### config.mk
export PLATFORM = sky130hd
export DESIGN_NAME = fla_feedback_assign
export DESIGN_NICKNAME = d
export VERILOG_FILES = /design/src/common/fla_pkg.sv /design/src/design/fla_enc_sync.sv /design/src/design/fla_feedback_assign.sv
export SDC_FILE = /design/constraint.sdc
export NUM_CORES = 1
export LEC_CHECK = 0
export BUFFER_PORTS_ARGS = -buffer_cell sky130_fd_sc_hd__buf_2
export CAP_MARGIN = 10
export CORE_MARGIN = 2
export CORE_UTILIZATION = 55
export DETAILED_ROUTE_END_ITERATION = 7
export GPL_TIMING_DRIVEN = 0
export PLACE_DENSITY = 0.74
export SKIP_CTS_REPAIR_TIMING = 1
export SYNTH_ARGS = -nofsm -noshare
export SYNTH_HDL_FRONTEND = slang
export SYNTH_HIERARCHICAL = 1
export SYNTH_SLANG_ARGS = --single-unit
### constraint.sdc
create_clock -name ref_clk -period 11.5 [get_ports ref_clk]
set_input_delay 0.575 -clock ref_clk [delete_from_list [all_inputs] [get_ports ref_clk]]
set_output_delay 0.575 -clock ref_clk [all_outputs]
set_load 0.01 [all_outputs]
### src/common/fla_pkg.sv
// Purpose: shared constants for the feedback loop assignment block
// Assumes: 200 MHz ref_clk, three feedback entries (sensorless, hall, encoder)
// Notes: times are given in their own unit, cycle counts derived from them
package fla_pkg;
  // ------------------------------------------------------------
  // clock and timing
  // ------------------------------------------------------------
  localparam int CLK_MHZ = 200;
  localparam int CYCLE_TIME_US = 1;
  localparam int CYCLE_CLKS = CYCLE_TIME_US * CLK_MHZ;
  localparam int ALIGN_TIME_MS = 100;
  localparam int ALIGN_CLKS = ALIGN_TIME_MS * 1000 * CLK_MHZ;
  // ------------------------------------------------------------
  // feedback entries
  // ------------------------------------------------------------
  localparam int NUM_FB = 3;
  localparam logic [1:0] FB_SENSORLESS = 2'h0;
  localparam logic [1:0] FB_HALL = 2'h1;
  localparam logic [1:0] FB_ENCODER = 2'h2;
  localparam logic [1:0] FB_SCAN_FIRST = 2'h1;
  localparam logic [7:0] MASK_RESET = 8'h00;
  // mask bit positions
  localparam int MB_POS = 0;
  localparam int MB_VEL = 1;
  localparam int MB_COM = 2;
  // ------------------------------------------------------------
  // drive submode select bits
  // ------------------------------------------------------------
  localparam int SM_CLOSED_LOOP = 0;
  localparam int SM_AUTO_ALIGN = 4;
  localparam int SM_SLOW_SPEED = 7;
  localparam logic [7:0] SUBMODE_RESET = 8'h00;
  // ------------------------------------------------------------
  // drive state word
  // ------------------------------------------------------------
  localparam int SW_CLOSED_LOOP = 15;
  localparam logic [15:0] SW_DISABLED = 16'h0040;
  localparam logic [15:0] SW_ALIGNING = 16'h0023;
  localparam logic [15:0] SW_OP_ENABLED = 16'h0027;
  // ------------------------------------------------------------
  // speed estimate and changeover
  // ------------------------------------------------------------
  localparam int LPF_SHIFT = 3;
  localparam logic [31:0] SLOW_SPEED_THR = 32'h0000_0010;
  localparam int HYST_NUM = 110;
  localparam int HYST_DEN = 100;
  localparam logic [31:0] FERR_LIMIT = 32'h0000_0100;
  // ------------------------------------------------------------
  // power sequence states, gray along the usual path
  // ------------------------------------------------------------
  typedef enum logic [1:0] {
    ST_DISABLED = 2'h0,
    ST_ALIGN = 2'h1,
    ST_ENABLED = 2'h3
  } fla_state_t;
endpackage

### src/design/fla_enc_sync.sv
// Purpose: synchronise sensor pins and track encoder position
// Assumes: enc_a, enc_b, enc_idx and hall_ok are asynchronous pins
// Notes: index_seen holds until reset, i.e. once per restart
`timescale 1ns/1ps
module fla_enc_sync (
  input wire logic ref_clk,
  input wire logic rst,
  input wire logic enc_a,
  input wire logic enc_b,
  input wire logic enc_idx,
  input wire logic hall_ok,
  output logic [31:0] enc_pos_ff,
  output logic index_seen_ff,
  output logic hall_ok_ff
);
  // ------------------------------------------------------------
  // two-stage synchronisers
  // ------------------------------------------------------------
  logic [3:0] meta_ff;
  logic [3:0] sync_ff;
  logic a_prev_ff;
  logic b_prev_ff;
  logic [31:0] nxt_enc_pos;

  always_ff @(posedge ref_clk)
  begin
    if (rst)
    begin
      meta_ff <= 4'h0;
      sync_ff <= 4'h0;
    end
    else
    begin
      meta_ff <= {hall_ok, enc_idx, enc_b, enc_a};
      sync_ff <= meta_ff;
    end
  end

  // ------------------------------------------------------------
  // quadrature decode, x4
  // ------------------------------------------------------------
  always_comb
  begin
    nxt_enc_pos = enc_pos_ff;
    if ((sync_ff[0] ^ a_prev_ff) && !(sync_ff[1] ^ b_prev_ff))
    begin
      if (sync_ff[0] ^ sync_ff[1])
        nxt_enc_pos = enc_pos_ff + 32'h1;
      else
        nxt_enc_pos = enc_pos_ff - 32'h1;
    end
    else if ((sync_ff[1] ^ b_prev_ff) && !(sync_ff[0] ^ a_prev_ff))
    begin
      if (sync_ff[0] ^ sync_ff[1])
        nxt_enc_pos = enc_pos_ff - 32'h1;
      else
        nxt_enc_pos = enc_pos_ff + 32'h1;
    end
  end

  always_ff @(posedge ref_clk)
  begin
    if (rst)
    begin
      a_prev_ff <= 1'b0;
      b_prev_ff <= 1'b0;
      enc_pos_ff <= 32'h0;
    end
    else
    begin
      a_prev_ff <= sync_ff[0];
      b_prev_ff <= sync_ff[1];
      enc_pos_ff <= nxt_enc_pos;
    end
  end

  // index seen once since restart; hall considered absolute and aligned
  always_ff @(posedge ref_clk)
  begin
    if (rst)
    begin
      index_seen_ff <= 1'b0;
      hall_ok_ff <= 1'b0;
    end
    else
    begin
      index_seen_ff <= index_seen_ff | sync_ff[2];
      hall_ok_ff <= sync_ff[3];
    end
  end
endmodule

### src/design/fla_feedback_assign.sv
// Purpose: feedback-to-loop assignment, closed-loop activation, alignment, slow speed
// Assumes: entry 0 sensorless, 1 hall, 2 incremental encoder; one clock
// Notes: mask entries and submode reached through plain write/read ports
// Notes on behaviour
// - each feedback entry holds mask bits position, velocity, commutation.
// - entry zero is always sensorless; later entries follow physical sensor order.
// - position and velocity loops scan upward from second entry; first set bit wins.
// - two commutation sensors marked: the aligned one is used automatically.
// - hall plus encoder: hall commutates closed-loop until first encoder index.
// - closed-loop needs submode bit 0; auto setup success sets it.
// - absolute commutation sensor gives closed-loop right from power-up.
// - encoder-only commutation stays open-loop until index crossed once or alignment completes.
// - no aligned commutation sensor: align once per restart on first enable, then enable; bit 4 is not read.
// - state word bit 15 shows closed-loop active while operation enabled.
// - slow speed derives speed from position change per cycle, low-pass filtered.
// - slow speed drives constant current, monitors following error, vector control if needed.
// - slow/closed changeover at fixed speed with ten percent hysteresis.
// - at standstill with slow speed enabled, closed-loop operates.
`timescale 1ns/1ps
module fla_feedback_assign #(
  parameter int ALIGN_CYCLES = fla_pkg::ALIGN_CLKS
) (
  input wire logic ref_clk,
  input wire logic rst,
  input wire logic mask_wr,
  input wire logic [1:0] mask_idx,
  input wire logic [7:0] mask_wdata,
  output logic [7:0] mask_rdata_ff,
  input wire logic submode_wr,
  input wire logic [7:0] submode_wdata,
  output logic [7:0] submode_rdata_ff,
  input wire logic autosetup_done,
  input wire logic op_enable_cmd,
  input wire logic op_disable_cmd,
  input wire logic [31:0] pos_demand,
  input wire logic enc_a,
  input wire logic enc_b,
  input wire logic enc_idx,
  input wire logic hall_ok,
  output logic [1:0] pos_src_ff,
  output logic [1:0] vel_src_ff,
  output logic [1:0] com_src_ff,
  output logic closed_loop_ff,
  output logic align_active_ff,
  output logic slow_active_ff,
  output logic const_current_ff,
  output logic vector_ctrl_ff,
  output logic [15:0] state_word_ff,
  output logic [31:0] speed_ff
);
  // ------------------------------------------------------------
  // helpers
  // ------------------------------------------------------------
  // upward scan from the second entry; sensorless when nothing set
  function automatic logic [1:0] scan_loop(input logic [7:0] m [fla_pkg::NUM_FB],
                                           input int bit_no);
    logic [1:0] pick;
    pick = fla_pkg::FB_SENSORLESS;
    for (int i = fla_pkg::NUM_FB - 1; i >= int'(fla_pkg::FB_SCAN_FIRST); i--)
      if (m[i][bit_no])
        pick = 2'(i);
    return pick;
  endfunction

  function automatic logic [31:0] abs32(input logic [31:0] v);
    return v[31] ? (32'h0 - v) : v;
  endfunction

  // ------------------------------------------------------------
  // sensor front end
  // ------------------------------------------------------------
  logic [31:0] enc_pos;
  logic index_seen;
  logic hall_aligned;

  fla_enc_sync u_sync (
    .ref_clk(ref_clk),
    .rst(rst),
    .enc_a(enc_a),
    .enc_b(enc_b),
    .enc_idx(enc_idx),
    .hall_ok(hall_ok),
    .enc_pos_ff(enc_pos),
    .index_seen_ff(index_seen),
    .hall_ok_ff(hall_aligned)
  );

  // ------------------------------------------------------------
  // mask table and submode register
  // ------------------------------------------------------------
  logic [7:0] mask_ff [fla_pkg::NUM_FB];

  always_ff @(posedge ref_clk)
  begin
    if (rst)
    begin
      for (int i = 0; i < fla_pkg::NUM_FB; i++)
        mask_ff[i] <= fla_pkg::MASK_RESET;
    end
    else if (mask_wr && (int'(mask_idx) < fla_pkg::NUM_FB))
      mask_ff[mask_idx] <= mask_wdata;
  end

  always_ff @(posedge ref_clk)
  begin
    if (rst)
      mask_rdata_ff <= fla_pkg::MASK_RESET;
    else if (int'(mask_idx) < fla_pkg::NUM_FB)
      mask_rdata_ff <= mask_ff[mask_idx];
    else
      mask_rdata_ff <= 8'h00;
  end

  // auto setup completion sets the closed-loop bit; it wins over a write
  always_ff @(posedge ref_clk)
  begin
    if (rst)
      submode_rdata_ff <= fla_pkg::SUBMODE_RESET;
    else
    begin
      if (submode_wr)
        submode_rdata_ff <= submode_wdata;
      if (autosetup_done)
        submode_rdata_ff[fla_pkg::SM_CLOSED_LOOP] <= 1'b1;
    end
  end

  // ------------------------------------------------------------
  // commutation source selection
  // ------------------------------------------------------------
  logic align_done_ff;
  logic [fla_pkg::NUM_FB-1:0] aligned;
  logic [1:0] nxt_com_src;
  logic com_ok;

  always_comb
  begin
    aligned = '0;
    aligned[fla_pkg::FB_HALL] = hall_aligned;
    aligned[fla_pkg::FB_ENCODER] = index_seen | align_done_ff;
  end

  // later entries are the finer sensors, so the last marked and aligned one is the better one
  always_comb
  begin
    nxt_com_src = scan_loop(mask_ff, fla_pkg::MB_COM);
    com_ok = 1'b0;
    for (int i = int'(fla_pkg::FB_SCAN_FIRST); i < fla_pkg::NUM_FB; i++)
      if (mask_ff[i][fla_pkg::MB_COM] && aligned[i])
      begin
        nxt_com_src = 2'(i);
        com_ok = 1'b1;
      end
  end

  always_ff @(posedge ref_clk)
  begin
    if (rst)
    begin
      pos_src_ff <= fla_pkg::FB_SENSORLESS;
      vel_src_ff <= fla_pkg::FB_SENSORLESS;
      com_src_ff <= fla_pkg::FB_SENSORLESS;
    end
    else
    begin
      pos_src_ff <= scan_loop(mask_ff, fla_pkg::MB_POS);
      vel_src_ff <= scan_loop(mask_ff, fla_pkg::MB_VEL);
      com_src_ff <= nxt_com_src;
    end
  end

  // ------------------------------------------------------------
  // power sequence with open-loop alignment
  // ------------------------------------------------------------
  fla_pkg::fla_state_t state_ff;
  fla_pkg::fla_state_t nxt_state;
  logic [31:0] align_cnt_ff;
  logic need_align;

  // alignment runs only if no aligned commutation sensor exists
  assign need_align = !com_ok && !align_done_ff;

  always_comb
  begin
    nxt_state = state_ff;
    case (state_ff)
      fla_pkg::ST_DISABLED:
        if (op_enable_cmd)
          nxt_state = need_align ? fla_pkg::ST_ALIGN : fla_pkg::ST_ENABLED;
      fla_pkg::ST_ALIGN:
        if (op_disable_cmd)
          nxt_state = fla_pkg::ST_DISABLED;
        else if (align_cnt_ff == 32'(ALIGN_CYCLES - 1))
          nxt_state = fla_pkg::ST_ENABLED;
      fla_pkg::ST_ENABLED:
        if (op_disable_cmd)
          nxt_state = fla_pkg::ST_DISABLED;
      default:
        nxt_state = fla_pkg::ST_DISABLED;
    endcase
  end

  always_ff @(posedge ref_clk)
  begin
    if (rst)
      state_ff <= fla_pkg::ST_DISABLED;
    else
      state_ff <= nxt_state;
  end

  // alignment holds for the rest of the run; cleared only by restart
  always_ff @(posedge ref_clk)
  begin
    if (rst)
    begin
      align_cnt_ff <= 32'h0;
      align_done_ff <= 1'b0;
    end
    else if (state_ff == fla_pkg::ST_ALIGN)
    begin
      align_cnt_ff <= align_cnt_ff + 32'h1;
      if (nxt_state == fla_pkg::ST_ENABLED)
        align_done_ff <= 1'b1;
    end
    else
      align_cnt_ff <= 32'h0;
  end

  // ------------------------------------------------------------
  // speed estimate per control cycle
  // ------------------------------------------------------------
  logic [15:0] cyc_cnt_ff;
  logic [31:0] pos_last_ff;
  logic [31:0] raw_speed_ff;
  logic cyc_tick;

  assign cyc_tick = (cyc_cnt_ff == 16'(fla_pkg::CYCLE_CLKS - 1));

  always_ff @(posedge ref_clk)
  begin
    if (rst)
    begin
      cyc_cnt_ff <= 16'h0;
      pos_last_ff <= 32'h0;
      raw_speed_ff <= 32'h0;
    end
    else if (cyc_tick)
    begin
      cyc_cnt_ff <= 16'h0;
      pos_last_ff <= enc_pos;
      raw_speed_ff <= enc_pos - pos_last_ff;
    end
    else
      cyc_cnt_ff <= cyc_cnt_ff + 16'h1;
  end

  // first-order low-pass; trades lag for fewer peaks at low speed
  always_ff @(posedge ref_clk)
  begin
    if (rst)
      speed_ff <= 32'h0;
    else if (cyc_tick)
      speed_ff <= speed_ff + 32'($signed(raw_speed_ff - speed_ff) >>> fla_pkg::LPF_SHIFT);
  end

  // ------------------------------------------------------------
  // slow speed changeover and loop activity
  // ------------------------------------------------------------
  localparam logic [31:0] THR_HI =
    32'((64'(fla_pkg::SLOW_SPEED_THR) * fla_pkg::HYST_NUM) / fla_pkg::HYST_DEN);
  logic slow_en;
  logic cl_allowed;
  logic ferr_over;
  logic [31:0] abs_speed;
  logic nxt_slow;

  assign slow_en = submode_rdata_ff[fla_pkg::SM_SLOW_SPEED];
  assign cl_allowed = submode_rdata_ff[fla_pkg::SM_CLOSED_LOOP] && com_ok;
  assign abs_speed = abs32(speed_ff);
  assign ferr_over = abs32(pos_demand - enc_pos) > fla_pkg::FERR_LIMIT;

  always_comb
  begin
    nxt_slow = slow_active_ff;
    if (!slow_en || !cl_allowed || abs_speed == 32'h0)
      nxt_slow = 1'b0;
    else if (abs_speed > THR_HI)
      nxt_slow = 1'b0;
    else if (abs_speed < fla_pkg::SLOW_SPEED_THR)
      nxt_slow = 1'b1;
  end

  always_ff @(posedge ref_clk)
  begin
    if (rst)
    begin
      slow_active_ff <= 1'b0;
      closed_loop_ff <= 1'b0;
      align_active_ff <= 1'b0;
      const_current_ff <= 1'b1;
      vector_ctrl_ff <= 1'b0;
    end
    else
    begin
      slow_active_ff <= nxt_slow;
      closed_loop_ff <= cl_allowed && !nxt_slow;
      align_active_ff <= (state_ff == fla_pkg::ST_ALIGN);
      const_current_ff <= !cl_allowed || nxt_slow;
      vector_ctrl_ff <= cl_allowed && (!nxt_slow || ferr_over);
    end
  end

  // ------------------------------------------------------------
  // state word
  // ------------------------------------------------------------
  always_ff @(posedge ref_clk)
  begin
    if (rst)
      state_word_ff <= fla_pkg::SW_DISABLED;
    else
    begin
      case (state_ff)
        fla_pkg::ST_ENABLED:
        begin
          state_word_ff <= fla_pkg::SW_OP_ENABLED;
          state_word_ff[fla_pkg::SW_CLOSED_LOOP] <= cl_allowed && !nxt_slow;
        end
        fla_pkg::ST_ALIGN:
          state_word_ff <= fla_pkg::SW_ALIGNING;
        default:
          state_word_ff <= fla_pkg::SW_DISABLED;
      endcase
    end
  end
endmodule

; Word-level counts from Yosys, hierarchy flattened
; Cells that the tools add are included.
[word_totals]
input_bits = 61
word_cells = 127
register_bits = 258
output_inout_bits = 75
[op_classes]
add_sub_neg = 10
magnitude_cmp = 6
bitwise_logic = 8
reduce_logical = 32
muxes = 34
eq_ne = 5
[op_table]
columns = operator, n
row1 = $mux 32, 6
row2 = $sub 32x32->32, 3
row3 = $add 32x1->32 const B, 2
row4 = $sub 1x32->32 const A, 2
row5 = $add 32x32->32, 1
row6 = $eq 32x25->1 const B, 1
row7 = $gt 32x5->1 const B, 1
row8 = $gt 32x9->1 const B, 1
row9 = $logic_not 32->1, 1
row10 = $lt 32x5->1 const B, 1
row11 = $pmux 16 s2, 1
row12 = $sub 32x1->32 const B, 1
row13 = $bwmux 24, 1
row14 = $mux 8, 3
row15 = $mux 2, 11
row16 = $add 16x1->16 const B, 1
row17 = $bmux 8 s2, 1
row18 = $demux 8 s2, 1
row19 = $eq 16x8->1 const B, 1
row20 = $reduce_or 2->1, 6
row21 = $logic_and 1x1->1, 10
row22 = $mux 1, 9
row23 = $logic_not 1->1, 7
row24 = $pmux 2 s3, 1
row25 = other kinds (13), 22

; Longest topological paths before layout
; Gate-level depths: netlist of the first run.
[logic_depth]
ltp_word = 11
depth_mapped = 28
mapped_depth_nobuf = 27

; By module
; The synthesis of the first run kept the hierarchy.
[by_module_without_submodules]
columns = mod, cells_each, seq_area_each_um2, area_each_um2, n_inst
row1 = fla_feedback_assign, 2077, 4043.9, 15552.4, 1
row2 = fla_enc_sync, 328, 880.8, 2686.3, 1

; Worst setup path before layout of the first run
; OpenSTA, ideal clock, no wires.
[synth_path]
kind = register to register
start = register speed_ff[3]
end = register speed_ff[31]
stages_incl_launch_ff = 29
slack_ns = 5.786
t_arrival_ns = 5.628
synth_period_minus_slack_ns = 5.714
path_buffers = 1
setup_time_ns = 0.086
t_required_ns = 11.414
cell_sequence = dfxtp_1 -> clkbuf_1 -> inv_1 -> ha_1 -> a21oi_1 -> o21ai_0 -> a41o_1 -> nand2b_1 -> o21a_1 -> a21oi_1 -> nor2b_1 -> nor2_1 -> nor2b_1 -> a31oi_1 -> xnor2_1 -> ha_1 -> a21o_1 -> a21o_1 -> a21o_1 -> a2111oi_0 -> a211oi_1 -> or3_1 -> o31a_1 -> a211o_1 -> a21o_1 -> a21o_1 -> a31oi_1 -> xor2_1 -> a211oi_1
[synth_between]
elab_chain_len = 2
[synth_rtl]
columns = item, line_no
row1 = "start, declared", fla_feedback_assign.sv:49  ; output logic [31:0] speed_ff
row2 = "start signal, assigned", fla_feedback_assign.sv:263  ; speed_ff <= speed_ff + 32'($signed(raw_speed_ff - speed_ff) >>> fla_pkg::LPF_SHIFT);
row3 = $sub 32x32->32, fla_feedback_assign.sv:263
row4 = $add 32x32->32 *, fla_feedback_assign.sv:263
; Every way passes the cells marked *; elsewhere a longest branch is shown, timed or not.
; A chain may end at the register's enable or synchronous reset.

; Worst setup path in the final report of the first run
; Same ends and word-level chain as after synthesis.

==> summary.md, run 1 <==
| Metric | Value |
|---|---|
| Standby leakage power | `about 0.008 µW` |
| Antenna diode count | `0` |
| Pin count of the biggest net entering global routing | `16` |
| Final setup fails | `0` |
| Result of the run | `finished, final reports clean` |
| Sw power | `around 840 µW` |
| Clock-pin slew reported for the worst setup and hold paths after clock tree synthesis | `about 0.060 ns` |
| Fraction of synthesis flops using an asynchronous set or reset pin | `0%` |
| Required arrival time at the worst endpoint | `between 10 and 15 ns` |
| Critical setup path kind | `flip-flop to flip-flop` |
| Met3 Resource Use GR | `2.661%` |
| Source-to-sink clock delay at the later pin of the worst-skew pair | `about 0.57 ns` |
| Critical path origin | `speed_ff[3]$_SDFFE_PP0P_` |
| Worst hold path class | `input port to flip-flop` |
| Unrepaired setup endpoints after global routing | `false` |
| Bufs on Longest Clock Path | `3` |
| Final Cell Area | `0.02040 mm²` |
| Total half-perimeter wirelength after legalization and detailed placement | `between 40,000 and 50,000 µm` |
| Level count of the clock H-tree | `1` |
| Net Sw Frac | `33.31%` |
| Area growth from synthesis to layout | `11.87%` |
| Internal Power | `1692 µW` |
| Global-route wire length before repair | `84,320 µm` |
| Areal power density over the cells | `between 100 and 150 mW/mm²` |
| Vias per cell | `6.029` |
| WL per Instance | `approximately 18 µm` |
| Final clock period utilization by the worst path | `57.37%` |
| Number of antenna violations at the first check in global routing | `0` |
| Transition time at the pin with the least slew margin | `roughly 1.0 ns` |
| Biggest area contributors in the synthesized netlist | `dfxtp_1 27%, ha_1 8.9%, a21oi_1 6.5%` |
| Fraction of final layout cells with drive strength greater than 1 | `9.421%` |
| First-iteration detailed-routing DRC count | `1,433` |
| CP Capture Point | `speed_ff[31]$_SDFFE_PP0P_` |
| Global-route met2 utilization | `52.33%` |
| Routability congestion estimate | `0.9467` |
| Top-count cell post-synth | `nand2_1` |
| Area of placed instances | `0.01947 mm²` |
| Die width | `186.1 µm` |
| Area share of the leading cell type in the synthesized netlist | `27.00%` |
| Detailed Route WL | `53,320 µm` |
| Core Rows | `66` |
| DRT Pass-1 Iters | `6` |
| Maximum capacitance violations | `0` |
| F_max | `151.6 MHz` |
| Vias in the first global route | `roughly 17,000` |
| Commonest cells in the synthesized netlist | `247 x nand2_1, 246 x dfxtp_1, 243 x nor2_1` |
| Number of nets in the final layout | `2,764` |
| Clock period minus final worst setup slack | `6.598 ns` |
| Busiest layer in global routing | `met2` |
| Worst-path cell with the longest stage delay | `a2111oi_0` |
| Clk sinks | `about 250` |
| Syn Area/Cell | `7.584 µm²` |
| Die Y | `186.1 µm` |
| Count of distinct cell types in the synthesized netlist | `102` |
| Worst-case clock skew | `0.02509 ns` |
| Largest incremental delay on the critical path | `0.65 ns` |
| Aggregate global routing overflow | `0` |
| Vias | `roughly 18,000` |
| Logic depth of the worst register-to-register path | `28` |
| Ports | `136` |
| Post-detailed-route DRC marker count | `0` |
| Core area | `about 0.033 mm²` |
| Cell Area, Synth | `0.01824 mm²` |
| Overall die area | `0.03463 mm²` |
| Slack of the worst reg-to-reg path | `4.90 ns` |
| Terminus of the critical flop-to-flop path | `speed_ff[31]$_SDFFE_PP0P_` |
| Normalized max-slew margin | `30.45%` |
| Area leader, netlist | `dfxtp_1` |
| Setup total negative slack | `0 ns` |
| Starting density of the core | `a little under three fifths` |
| Final Slew Violations | `0` |
| Part of the total power dissipated in the clock network | `34.8%` |
| Clk root buf | `clkbuf_16` |
| Residual antenna-violating net count after detailed routing | `0` |
| Total routing resource utilization after global routing | `about 30%` |
| Signal arrival time at the worst endpoint | `7.01 ns` |
| Cell mode on critical path | `a21o_1` |
| Biggest fanout along the worst timing path | `8` |
| CTS tree | `built` |
| Final Hold Violating Endpoints | `0` |
| Worst voltage drop across the vdd grid | `0.0001123 V` |
| Sequential share of power | `35.6%` |
| Element type at the critical path end | `flip-flop` |
| Warning count from the yosys run | `6` |
| Primary FF master, synth | `dfxtp_1` |
| Total CTS buffers | `28` |
| Count of flip-flops with a built-in enable after synthesis | `0` |
| Global routing met1 resource utilization | `between 30% and 40%` |
| Part of the total power dissipated in combinational logic | `29.6%` |
| Startpoint types | `flip-flop` |
| Reg-to-reg startpoint | `speed_ff[3]$_SDFFE_PP0P_` |
| Post-Syn Instances | `2,405` |
| Number of port buffers | `124` |
| Flops & latches, synth | `246` |
| Part of the Yosys area used for sequential elements | `27.00%` |
## layout by cell type, fill, tap and decap left out, drive strengths merged, types with 18 or more instances in the layout
master  instances
a21oi         240
nor4           35
o21ai          93
a31oi          45
ha            130
xnor2          97
nand4          47
nor3           67
xor2           49
nand2         247
mux2i          37
and2           18
and3           24
nand3          88
or3            38
nor2b          40
inv           140
dfxtp         246
a21o           46
buf           150
o21a           25
nand2b         27
nor2          243
clkbuf        129
a211oi         27
## cell families after synthesis
| kind of cell | count (synthesis) | share of synthesized area [%] |
|---|---|---|
| buffers and inverters | 253 | 5.893 |
| other | 1 | 0.02056 |
| AND/OR/NAND/NOR | 968 | 26.60 |
| AO/OA/AOI/OAI | 610 | 21.38 |
| adder cells (fa/ha/maj) | 133 | 9.247 |
| multiplexers | 46 | 2.586 |
| XOR/XNOR | 148 | 7.272 |
| flip-flops | 246 | 27.00 |
## worst max-delay path, delay by kind of cell (launching register included)
kind | cells | cell delay, ns
adder cells (fa/ha/maj) | 2 | 0.59
flip-flops | 1 | 0.36
AND/OR/NAND/NOR | 5 | 0.88
XOR/XNOR | 2 | 0.33
AO/OA/AOI/OAI | 17 | 3.91
buffers and inverters | 2 | 0.40
## state kept, by name (all words and copies together), names as in the netlist, 2 cells and up
name / flops
pos_last_ff: 32
cyc_cnt_ff: 16
com_src_ff: 2
vel_src_ff: 2
u_sync/enc_pos_ff: 32
state_word_ff: 4
u_sync/meta_ff: 4
pos_src_ff: 2
mask_ff: 24
speed_ff: 32
u_sync/sync_ff: 4
mask_rdata_ff: 8
state_ff: 2
align_cnt_ff: 32
submode_rdata_ff: 8
raw_speed_ff: 32
## stage by stage
stage	hold WS (ns)	setup slack (ns)	instances	utilization (%)	power [µW]
4_1_cts	0.2010	5.030	3032	62.55	2533
5_1_grt	0.2298	4.420	3032	62.55	2668
2_1_floorplan	0.4138	5.786	2414	-	1477
6_report	0.2145	4.902	3032	62.55	2537
3_3_place_gp	0.4222	5.204	2980	59.62	1640
3_5_place_dp	0.4285	5.056	2982	59.70	1651
## power groups by stage
stage / Clock (µW) / Combinational, µW / Sequential [µW]
2_1_floorplan: 0 / 567 / 910
4_1_cts: 897 / 735 / 902
6_report: 883 / 751 / 902
3_5_place_dp: 0 / 731 / 920
5_1_grt: 933 / 830 / 905
3_3_place_gp: 0 / 721 / 919
## metal layers
| metal | vias up | part of all wire, % | wire, µm |
|---|---|---|---|
| met1 | 8492 | 43 | 22960 |
| met5 | - | 0 | 0 |
| li1 | 8956 | - | - |
| met3 | 138 | 5.7 | 3059 |
| met4 | 0 | 3.9 | 2066 |
| met2 | 693 | 47 | 25230 |
## area by class of cell
class | count | area (µm²)
Buffer | 112 | 545.5
Sequential cell | 246 | 4925
Tap cell | 442 | 553.0
Clock inverter | 8 | 96.34
Fill cell | 3005 | 12220
Inverter | 141 | 529.3
Timing Repair Buffer | 126 | 635.6
Multi-Input combinational cell | 1915 | 12290
Clock buffer | 42 | 833.3
## worst min-delay path by stage
| stage | from | end | slack, ns | cells after the start |
|---|---|---|---|---|
| 6_report | enc_idx | u_sync/meta_ff[2]$_SDFF_PP0_ | 0.21 | 2 |
| 5_1_grt | hall_ok | u_sync/meta_ff[3]$_SDFF_PP0_ | 0.23 | 2 |
| 4_1_cts | enc_idx | u_sync/meta_ff[2]$_SDFF_PP0_ | 0.20 | 2 |
| 3_5_place_dp | u_sync/meta_ff[2]$_SDFF_PP0_ | u_sync/sync_ff[2]$_SDFF_PP0_ | 0.43 | 1 |
| 3_3_place_gp | u_sync/meta_ff[2]$_SDFF_PP0_ | u_sync/sync_ff[2]$_SDFF_PP0_ | 0.42 | 1 |
| 2_1_floorplan | u_sync/sync_ff[3]$_SDFF_PP0_ | u_sync/hall_ok_ff$_SDFF_PP0_ | 0.41 | 1 |
No activity file was read; power rests on OpenSTA's default activity.
==> run 2, diff against run 1 <==
Clock period 11.5 ns to 6.7 ns, I/O delays scaled along.
==> run 2 against run 1 <==
Effect of this change:
- the flow now finishes with violations (negative hold slack)
- first-iteration DRC count down 12%
- combinational power up 72%
- die area unchanged
- design area up 0.25%
- fmax up 5.4%
- setup slack worse by 4.5 ns
- critical endpoint unchanged
- largest cell class unchanged
- highest routed layer unchanged
==> summary.md, run 2 (synthesis results as in run 1) <==
| Metric | Value |
|---|---|
| Result of the run | `finished with violations (was finished, final reports clean)` |
| Violated checks | `negative hold slack` |
| Area growth from synthesis to layout | `12.15% (was 11.87%)` |
| Antenna diode count | `0 (unchanged)` |
| Standby leakage power | `0.008143 µW (was 0.008121 µW)` |
| Slack of the worst reg-to-reg path | `0.44 ns (was 4.90 ns)` |
| Final clock period utilization by the worst path | `93.44% (was 57.37%)` |
| Startpoint types | `flip-flop (unchanged)` |
| Global-route wire length before repair | `84,320 µm (unchanged)` |
| Areal power density over the cells | `212.9 mW/mm² (was 124.3 mW/mm²)` |
| Share of the core filled with cells in the final layout | `62.71% (was 62.55%)` |
| Hold path cells | `2 (unchanged)` |
| Aggregate global routing overflow | `0 (unchanged)` |
| Critical setup path kind | `flip-flop to flip-flop (unchanged)` |
| Terminating pin of the worst hold path | `u_sync/meta_ff[1]$_SDFF_PP0_ (was u_sync/meta_ff[2]$_SDFF_PP0_)` |
| Final setup fails | `0 (unchanged)` |
| Clock period minus final worst setup slack | `6.261 ns (was 6.598 ns)` |
| Largest incremental delay on the critical path | `0.49 ns (was 0.65 ns)` |
| Die Y | `186.1 µm (unchanged)` |
| Final Hold Violating Endpoints | `2 (was 0)` |
| Terminus of the critical flop-to-flop path | `speed_ff[31]$_SDFFE_PP0P_ (unchanged)` |
| Clk sinks | `246 (unchanged)` |
| Overall die area | `0.03463 mm² (unchanged)` |
| Number of antenna violations at the first check in global routing | `0 (unchanged)` |
| Post-detailed-route DRC marker count | `0 (unchanged)` |
| Worst voltage drop across the vdd grid | `0.0001918 V (was 0.0001123 V)` |
| Worst hold path class | `input port to flip-flop (unchanged)` |
| Signal arrival time at the worst endpoint | `6.67 ns (was 7.01 ns)` |
| Logic depth of the worst register-to-register path | `27 (was 28)` |
| Total half-perimeter wirelength after legalization and detailed placement | `41,250 µm (unchanged)` |
| Fill cells | `2,994 (was 3,005)` |
| Routability congestion estimate | `0.9467 (unchanged)` |
| Worst-path cell with the longest stage delay | `dfxtp_1 (was a2111oi_0)` |
| Setup total negative slack | `0 ns (unchanged)` |
| F_max | `159.7 MHz (was 151.6 MHz)` |
| Reg-to-reg startpoint | `speed_ff[5]$_SDFFE_PP0P_ (was speed_ff[3]$_SDFFE_PP0P_)` |
| Element type at the critical path end | `flip-flop (unchanged)` |
| Total routing resource utilization after global routing | `29.93% (unchanged)` |
| Source-to-sink clock delay at the later pin of the worst-skew pair | `0.57 ns (about the same)` |
| First-iteration detailed-routing DRC count | `1,266 (was 1,433)` |
| Residual antenna-violating net count after detailed routing | `0 (unchanged)` |
| Bufs on Longest Clock Path | `3 (unchanged)` |
| Vias per cell | `6.020 (was 6.029)` |
| Ports | `136 (unchanged)` |
| Worst-case hold slack | `-0.01484 ns (was 0.2145 ns)` |
| Normalized max-slew margin | `30.09% (was 30.45%)` |
| Die width | `186.1 µm (unchanged)` |
| Final Slew Violations | `0 (unchanged)` |
| Number of port buffers | `124 (unchanged)` |
| Level count of the clock H-tree | `1 (unchanged)` |
| Detailed Route WL | `53,320 µm (about the same)` |
| Maximum capacitance violations | `0 (unchanged)` |
| Starting density of the core | `55.91% (unchanged)` |
| Number of nets in the final layout | `2,767 (was 2,764)` |
| Biggest fanout along the worst timing path | `7 (was 8)` |
| Total CTS buffers | `28 (unchanged)` |
| Pin count of the biggest net entering global routing | `16 (unchanged)` |
| WL per Instance | `17.57 µm (was 17.58 µm)` |
| Vias in the first global route | `16,790 (unchanged)` |
| Unrepaired setup endpoints after global routing | `false (unchanged)` |
| Transition time at the pin with the least slew margin | `1.039 ns (was 1.034 ns)` |
| CTS tree | `built (unchanged)` |
| Core Rows | `66 (unchanged)` |
| Vias | `18,270 (was 18,280)` |
| Hold path startpoint | `enc_b (was enc_idx)` |
| Top library cells by usage in the layout, fill and taps aside | `247 x nand2_1, 245 x dfxtp_1, 243 x nor2_1 (was 247 x nand2_1, 246 x dfxtp_1, 243 x nor2_1)` |
| Cell mode on critical path | `a21o_1 (unchanged)` |
| Required arrival time at the worst endpoint | `7.11 ns (was 11.91 ns)` |
| Clk root buf | `clkbuf_16 (unchanged)` |
| DRT Pass-1 Iters | `6 (unchanged)` |
| Most common cell after layout, fill and taps aside | `nand2_1 (unchanged)` |
| Worst-case clock skew | `0.02257 ns (was 0.02509 ns)` |
| Clock-pin slew reported for the worst setup and hold paths after clock tree synthesis | `0.06 ns (about the same)` |
| Core area | `0.03262 mm² (unchanged)` |
| Fraction of final layout cells with drive strength greater than 1 | `9.526% (was 9.421%)` |
run 2: cell count changes in the layout (fill, tap and decap cells not counted), sizes merged:
cell and change:
dlygate4sd3 +3
run 2: cell type report:
| cell class | instances | area, µm² | area share, % |
|---|---|---|---|
| Multi-Input combinational cell | 1915 | 12300 | 60.15 |
| Sequential cell | 246 | 4926 | 24.08 |
| Clock buffer | 42 | 833.3 | 4.074 |
| Timing Repair Buffer | 129 | 665.6 | 3.254 |
| Tap cell | 442 | 553.0 | 2.704 |
| Buffer | 112 | 546.8 | 2.673 |
| Inverter | 141 | 529.3 | 2.587 |
| Clock inverter | 8 | 96.34 | 0.4710 |
run 2: metrics by stage:
stage | instance area, µm² | power (µW) | std cells | setup slack (ns)
CTS | 20400 | 4348 | 3032 | 0.2295
global route | 20450 | 4581 | 3035 | 0.01922
detailed placement | 19470 | 2833 | 2982 | 0.2559
global placement | 19450 | 2815 | 2980 | 0.4039
finish | 20450 | 4356 | 3035 | 0.4395
floorplan | 18270 | 2535 | 2414 | 0.9864
run 2: how the worst max path moves through the flow:
stage	startpoint	endpoint	slack [ns]	cells past startpoint
after floorplan	speed_ff[3]$_SDFFE_PP0P_	speed_ff[31]$_SDFFE_PP0P_	0.99	28
after global placement	speed_ff[3]$_SDFFE_PP0P_	speed_ff[31]$_SDFFE_PP0P_	0.40	28
after detailed placement	speed_ff[3]$_SDFFE_PP0P_	speed_ff[31]$_SDFFE_PP0P_	0.26	28
after CTS	speed_ff[3]$_SDFFE_PP0P_	speed_ff[31]$_SDFFE_PP0P_	0.23	28
after global routing	speed_ff[3]$_SDFFE_PP0P_	speed_ff[31]$_SDFFE_PP0P_	0.02	28
final	speed_ff[5]$_SDFFE_PP0P_	speed_ff[31]$_SDFFE_PP0P_	0.44	27
run 2: where the power goes:
| part | switching (µW) | total [µW] | internal, µW |
|---|---|---|---|
| Clock | 620 | 1520 | 897 |
| Sequential | 51.7 | 1550 | 1500 |
| Combinational | 779 | 1290 | 511 |
run 2: critical path, delay by kind of cell (launching register included):
family,cells,cell delay (ns)
AO/OA/AOI/OAI,15,3.24
XOR/XNOR,2,0.39
adder cells (fa/ha/maj),2,0.73
buffers and inverters,1,0.15
flip-flops,1,0.49
AND/OR/NAND/NOR,7,1.13
run 2: layer usage:
layer | vias up | track usage (%) | routed length, µm
met5 | - | 0 | 0
li1 | 8965 | - | -
met4 | 0 | 11.91 | 1988
met2 | 719 | 52.33 | 25290
met3 | 126 | 2.661 | 3254
met1 | 8461 | 38.01 | 22790
==> run 3, diff against run 2 <==
Settings changed: CORE_UTILIZATION 55 to 30, PLACE_DENSITY 0.74 to unset.
==> run 3 against run 2 <==
Effect of this change:
- the flow now finishes without violations
- first-iteration DRC count grew 18%
- total power up 0.68%
- sequential power barely moved
- sequential share of layout area decreased by 0.61 points
- setup slack gained 0.13 ns
- utilization shrank 28 points
- routed wire length is 1.4% higher
- combinational power is essentially flat
- hold slack better by 0.020 ns
- via count down 3.3%
- critical endpoint unchanged
- largest power group is now the clock network
==> summary.md, run 3 (synthesis results as in run 1) <==
| Metric | Value |
|---|---|
| Biggest fanout along the worst timing path | `7 (unchanged)` |
| Fraction of final layout cells with drive strength greater than 1 | `9.367% (was 9.526%)` |
| Level count of the clock H-tree | `1 (unchanged)` |
| Met3 Resource Use GR | `2.338% (was 2.661%)` |
| Cell mode on critical path | `a21o_1 (unchanged)` |
| Total half-perimeter wirelength after legalization and detailed placement | `41,430 µm (was 41,250 µm)` |
| Non-filler cells, final | `3,387 (was 3,035)` |
| Worst voltage drop across the vdd grid | `0.0001859 V (was 0.0001918 V)` |
| Number of port buffers | `124 (unchanged)` |
| Overall die area | `0.06279 mm² (was 0.03463 mm²)` |
| Vias | `17,680 (was 18,270)` |
| First-iteration detailed-routing DRC count | `1,489 (was 1,266)` |
| Setup total negative slack | `0 ns (unchanged)` |
| Areal power density over the cells | `209.0 mW/mm² (was 212.9 mW/mm²)` |
| Number of antenna violations at the first check in global routing | `1 (was 0)` |
| Hold path cells | `2 (unchanged)` |
| WL per Instance | `15.96 µm (was 17.57 µm)` |
| Die width | `250.6 µm (was 186.1 µm)` |
| DRT Pass-1 Iters | `6 (unchanged)` |
| Part of the total power dissipated in combinational logic | `29.0% (was 29.6%)` |
| Bufs and invs on worst path | `1 (unchanged)` |
| Signal arrival time at the worst endpoint | `6.66 ns (was 6.67 ns)` |
| Maximum capacitance violations | `0 (unchanged)` |
| Clock period minus final worst setup slack | `6.132 ns (was 6.261 ns)` |
| Ports | `136 (unchanged)` |
| Hold path startpoint | `enc_b (unchanged)` |
| Top library cells by usage in the layout, fill and taps aside | `247 x nand2_1, 246 x dfxtp_1, 243 x nor2_1 (was 247 x nand2_1, 245 x dfxtp_1, 243 x nor2_1)` |
| Terminus of the critical flop-to-flop path | `speed_ff[31]$_SDFFE_PP0P_ (unchanged)` |
| Clock-pin slew reported for the worst setup and hold paths after clock tree synthesis | `0.06 ns (about the same)` |
| Unrepaired setup endpoints after global routing | `false (unchanged)` |
| Starting density of the core | `30.27% (was 55.91%)` |
| Element type at the critical path end | `flip-flop (unchanged)` |
| Source-to-sink clock delay at the later pin of the worst-skew pair | `0.61 ns (was 0.57 ns)` |
| Number of nets in the final layout | `2,780 (was 2,767)` |
| CTS tree | `built (unchanged)` |
| Routability congestion estimate | `0.9164 (was 0.9467)` |
| Detailed Route WL | `54,070 µm (was 53,320 µm)` |
| Antenna diode count | `0 (unchanged)` |
| Global-route wire length before repair | `85,720 µm (was 84,320 µm)` |
| Sw power | `1477 µW (was 1451 µW)` |
| Sequential share of power | `35.4% (was 35.6%)` |
| Total routing resource utilization after global routing | `16.65% (was 29.93%)` |
| Largest incremental delay on the critical path | `0.46 ns (was 0.49 ns)` |
| Required arrival time at the worst endpoint | `7.22 ns (was 7.11 ns)` |
| Die Y | `250.6 µm (was 186.1 µm)` |
| Most common cell after layout, fill and taps aside | `nand2_1 (unchanged)` |
| Result of the run | `finished, final reports clean (was finished with violations)` |
| Placed cell count | `3,322 (was 2,982)` |
| Terminating pin of the worst hold path | `u_sync/meta_ff[1]$_SDFF_PP0_ (unchanged)` |
| F_max | `163.1 MHz (was 159.7 MHz)` |
| Clk sinks | `246 (unchanged)` |
| Transition time at the pin with the least slew margin | `0.9803 ns (was 1.039 ns)` |
| Aggregate global routing overflow | `0 (unchanged)` |
| Worst hold path class | `input port to flip-flop (unchanged)` |
| Core Rows | `90 (was 66)` |
| Final Slew Violations | `0 (unchanged)` |
| Normalized max-slew margin | `34.65% (was 30.09%)` |
| Final clock period utilization by the worst path | `91.52% (was 93.44%)` |
| Final setup fails | `0 (unchanged)` |
| Global-route met2 utilization | `26.00% (was 52.33%)` |
| Startpoint types | `flip-flop (unchanged)` |
| Internal Power | `2908 µW (was 2905 µW)` |
| Area growth from synthesis to layout | `15.02% (was 12.15%)` |
| Standby leakage power | `0.008188 µW (was 0.008143 µW)` |
| Bufs on Longest Clock Path | `3 (unchanged)` |
| Residual antenna-violating net count after detailed routing | `0 (unchanged)` |
| Net Sw Frac | `33.69% (was 33.31%)` |
| Critical setup path kind | `flip-flop to flip-flop (unchanged)` |
| Busiest layer in global routing | `met2 (unchanged)` |
| Logic depth of the worst register-to-register path | `27 (unchanged)` |
| Total CTS buffers | `30 (was 28)` |
| Vias in the first global route | `15,980 (was 16,790)` |
| Vias per cell | `5.218 (was 6.020)` |
| Part of the total power dissipated in the clock network | `35.7% (was 34.8%)` |
| Critical path origin | `speed_ff[5]$_SDFFE_PP0P_ (unchanged)` |
| Reg-to-reg startpoint | `speed_ff[5]$_SDFFE_PP0P_ (unchanged)` |
| Top delay family on crit path | `compound AO/OA/AOI/OAI gates (unchanged)` |
| Clk root buf | `clkbuf_16 (unchanged)` |
| Global routing met1 resource utilization | `23.72% (was 38.01%)` |
| Final Hold Violating Endpoints | `0 (was 2)` |
| Pin count of the biggest net entering global routing | `17 (was 16)` |
| Post-detailed-route DRC marker count | `0 (unchanged)` |
| Core area | `0.06025 mm² (was 0.03262 mm²)` |
| Worst-path cell with the longest stage delay | `dfxtp_1 (unchanged)` |
| Final Total Pwr | `4385 µW (was 4356 µW)` |
| Worst-case clock skew | `0.04532 ns (was 0.02257 ns)` |
| Slack of the worst reg-to-reg path | `0.57 ns (was 0.44 ns)` |
| Share of the core filled with cells in the final layout | `34.82% (was 62.71%)` |
run 3: through the flow:
stage / setup slack [ns] / area [µm²] / hold slack (ns)
2_1_floorplan: 0.9864 / 18270 / 0.4138
3_3_place_gp: 0.2440 / 19870 / 0.4174
3_5_place_dp: 0.3536 / 19900 / 0.4231
4_1_cts: 0.3226 / 20830 / -0.09190
5_1_grt: 0.07150 / 20980 / 0.001870
6_report: 0.5683 / 20980 / 0.005307
run 3: final cells by class:
| class | count | area [µm²] |
|---|---|---|
| plain buffers | 112 | 546.8 |
| clock buffers | 42 | 825.8 |
| clock inverters | 9 | 105.1 |
| fillers | 6387 | 39270 |
| inverters | 141 | 529.3 |
| multi-input cells | 1915 | 12290 |
| flip-flops and latches | 246 | 4925 |
| well taps | 782 | 978.4 |
| repair buffers | 140 | 775.7 |
run 3: worst max path at each step:
stage	to	slack (ns)	depth (start not counted)
floorplan	speed_ff[31]$_SDFFE_PP0P_	0.99	28
global route	speed_ff[31]$_SDFFE_PP0P_	0.07	27
global placement	vector_ctrl_ff$_SDFF_PP0_	0.24	14
CTS	speed_ff[31]$_SDFFE_PP0P_	0.32	28
finish	speed_ff[31]$_SDFFE_PP0P_	0.57	27
detailed placement	speed_ff[31]$_SDFFE_PP0P_	0.35	28
run 3: metal layers:
metal	vias up	part of all wire, %
met2	529	43
met5	-	0.026
met3	99	5.4
met1	8055	49
met4	2	2.7
li1	8990	-
run 3: power groups by stage:
stage	Clock, µW	Sequential, µW	Combinational [µW]
floorplan	0	1560	974
finish	1560	1550	1270
detailed placement	0	1580	1240
CTS	1620	1550	1250
global placement	0	1580	1240
global route	1660	1560	1410
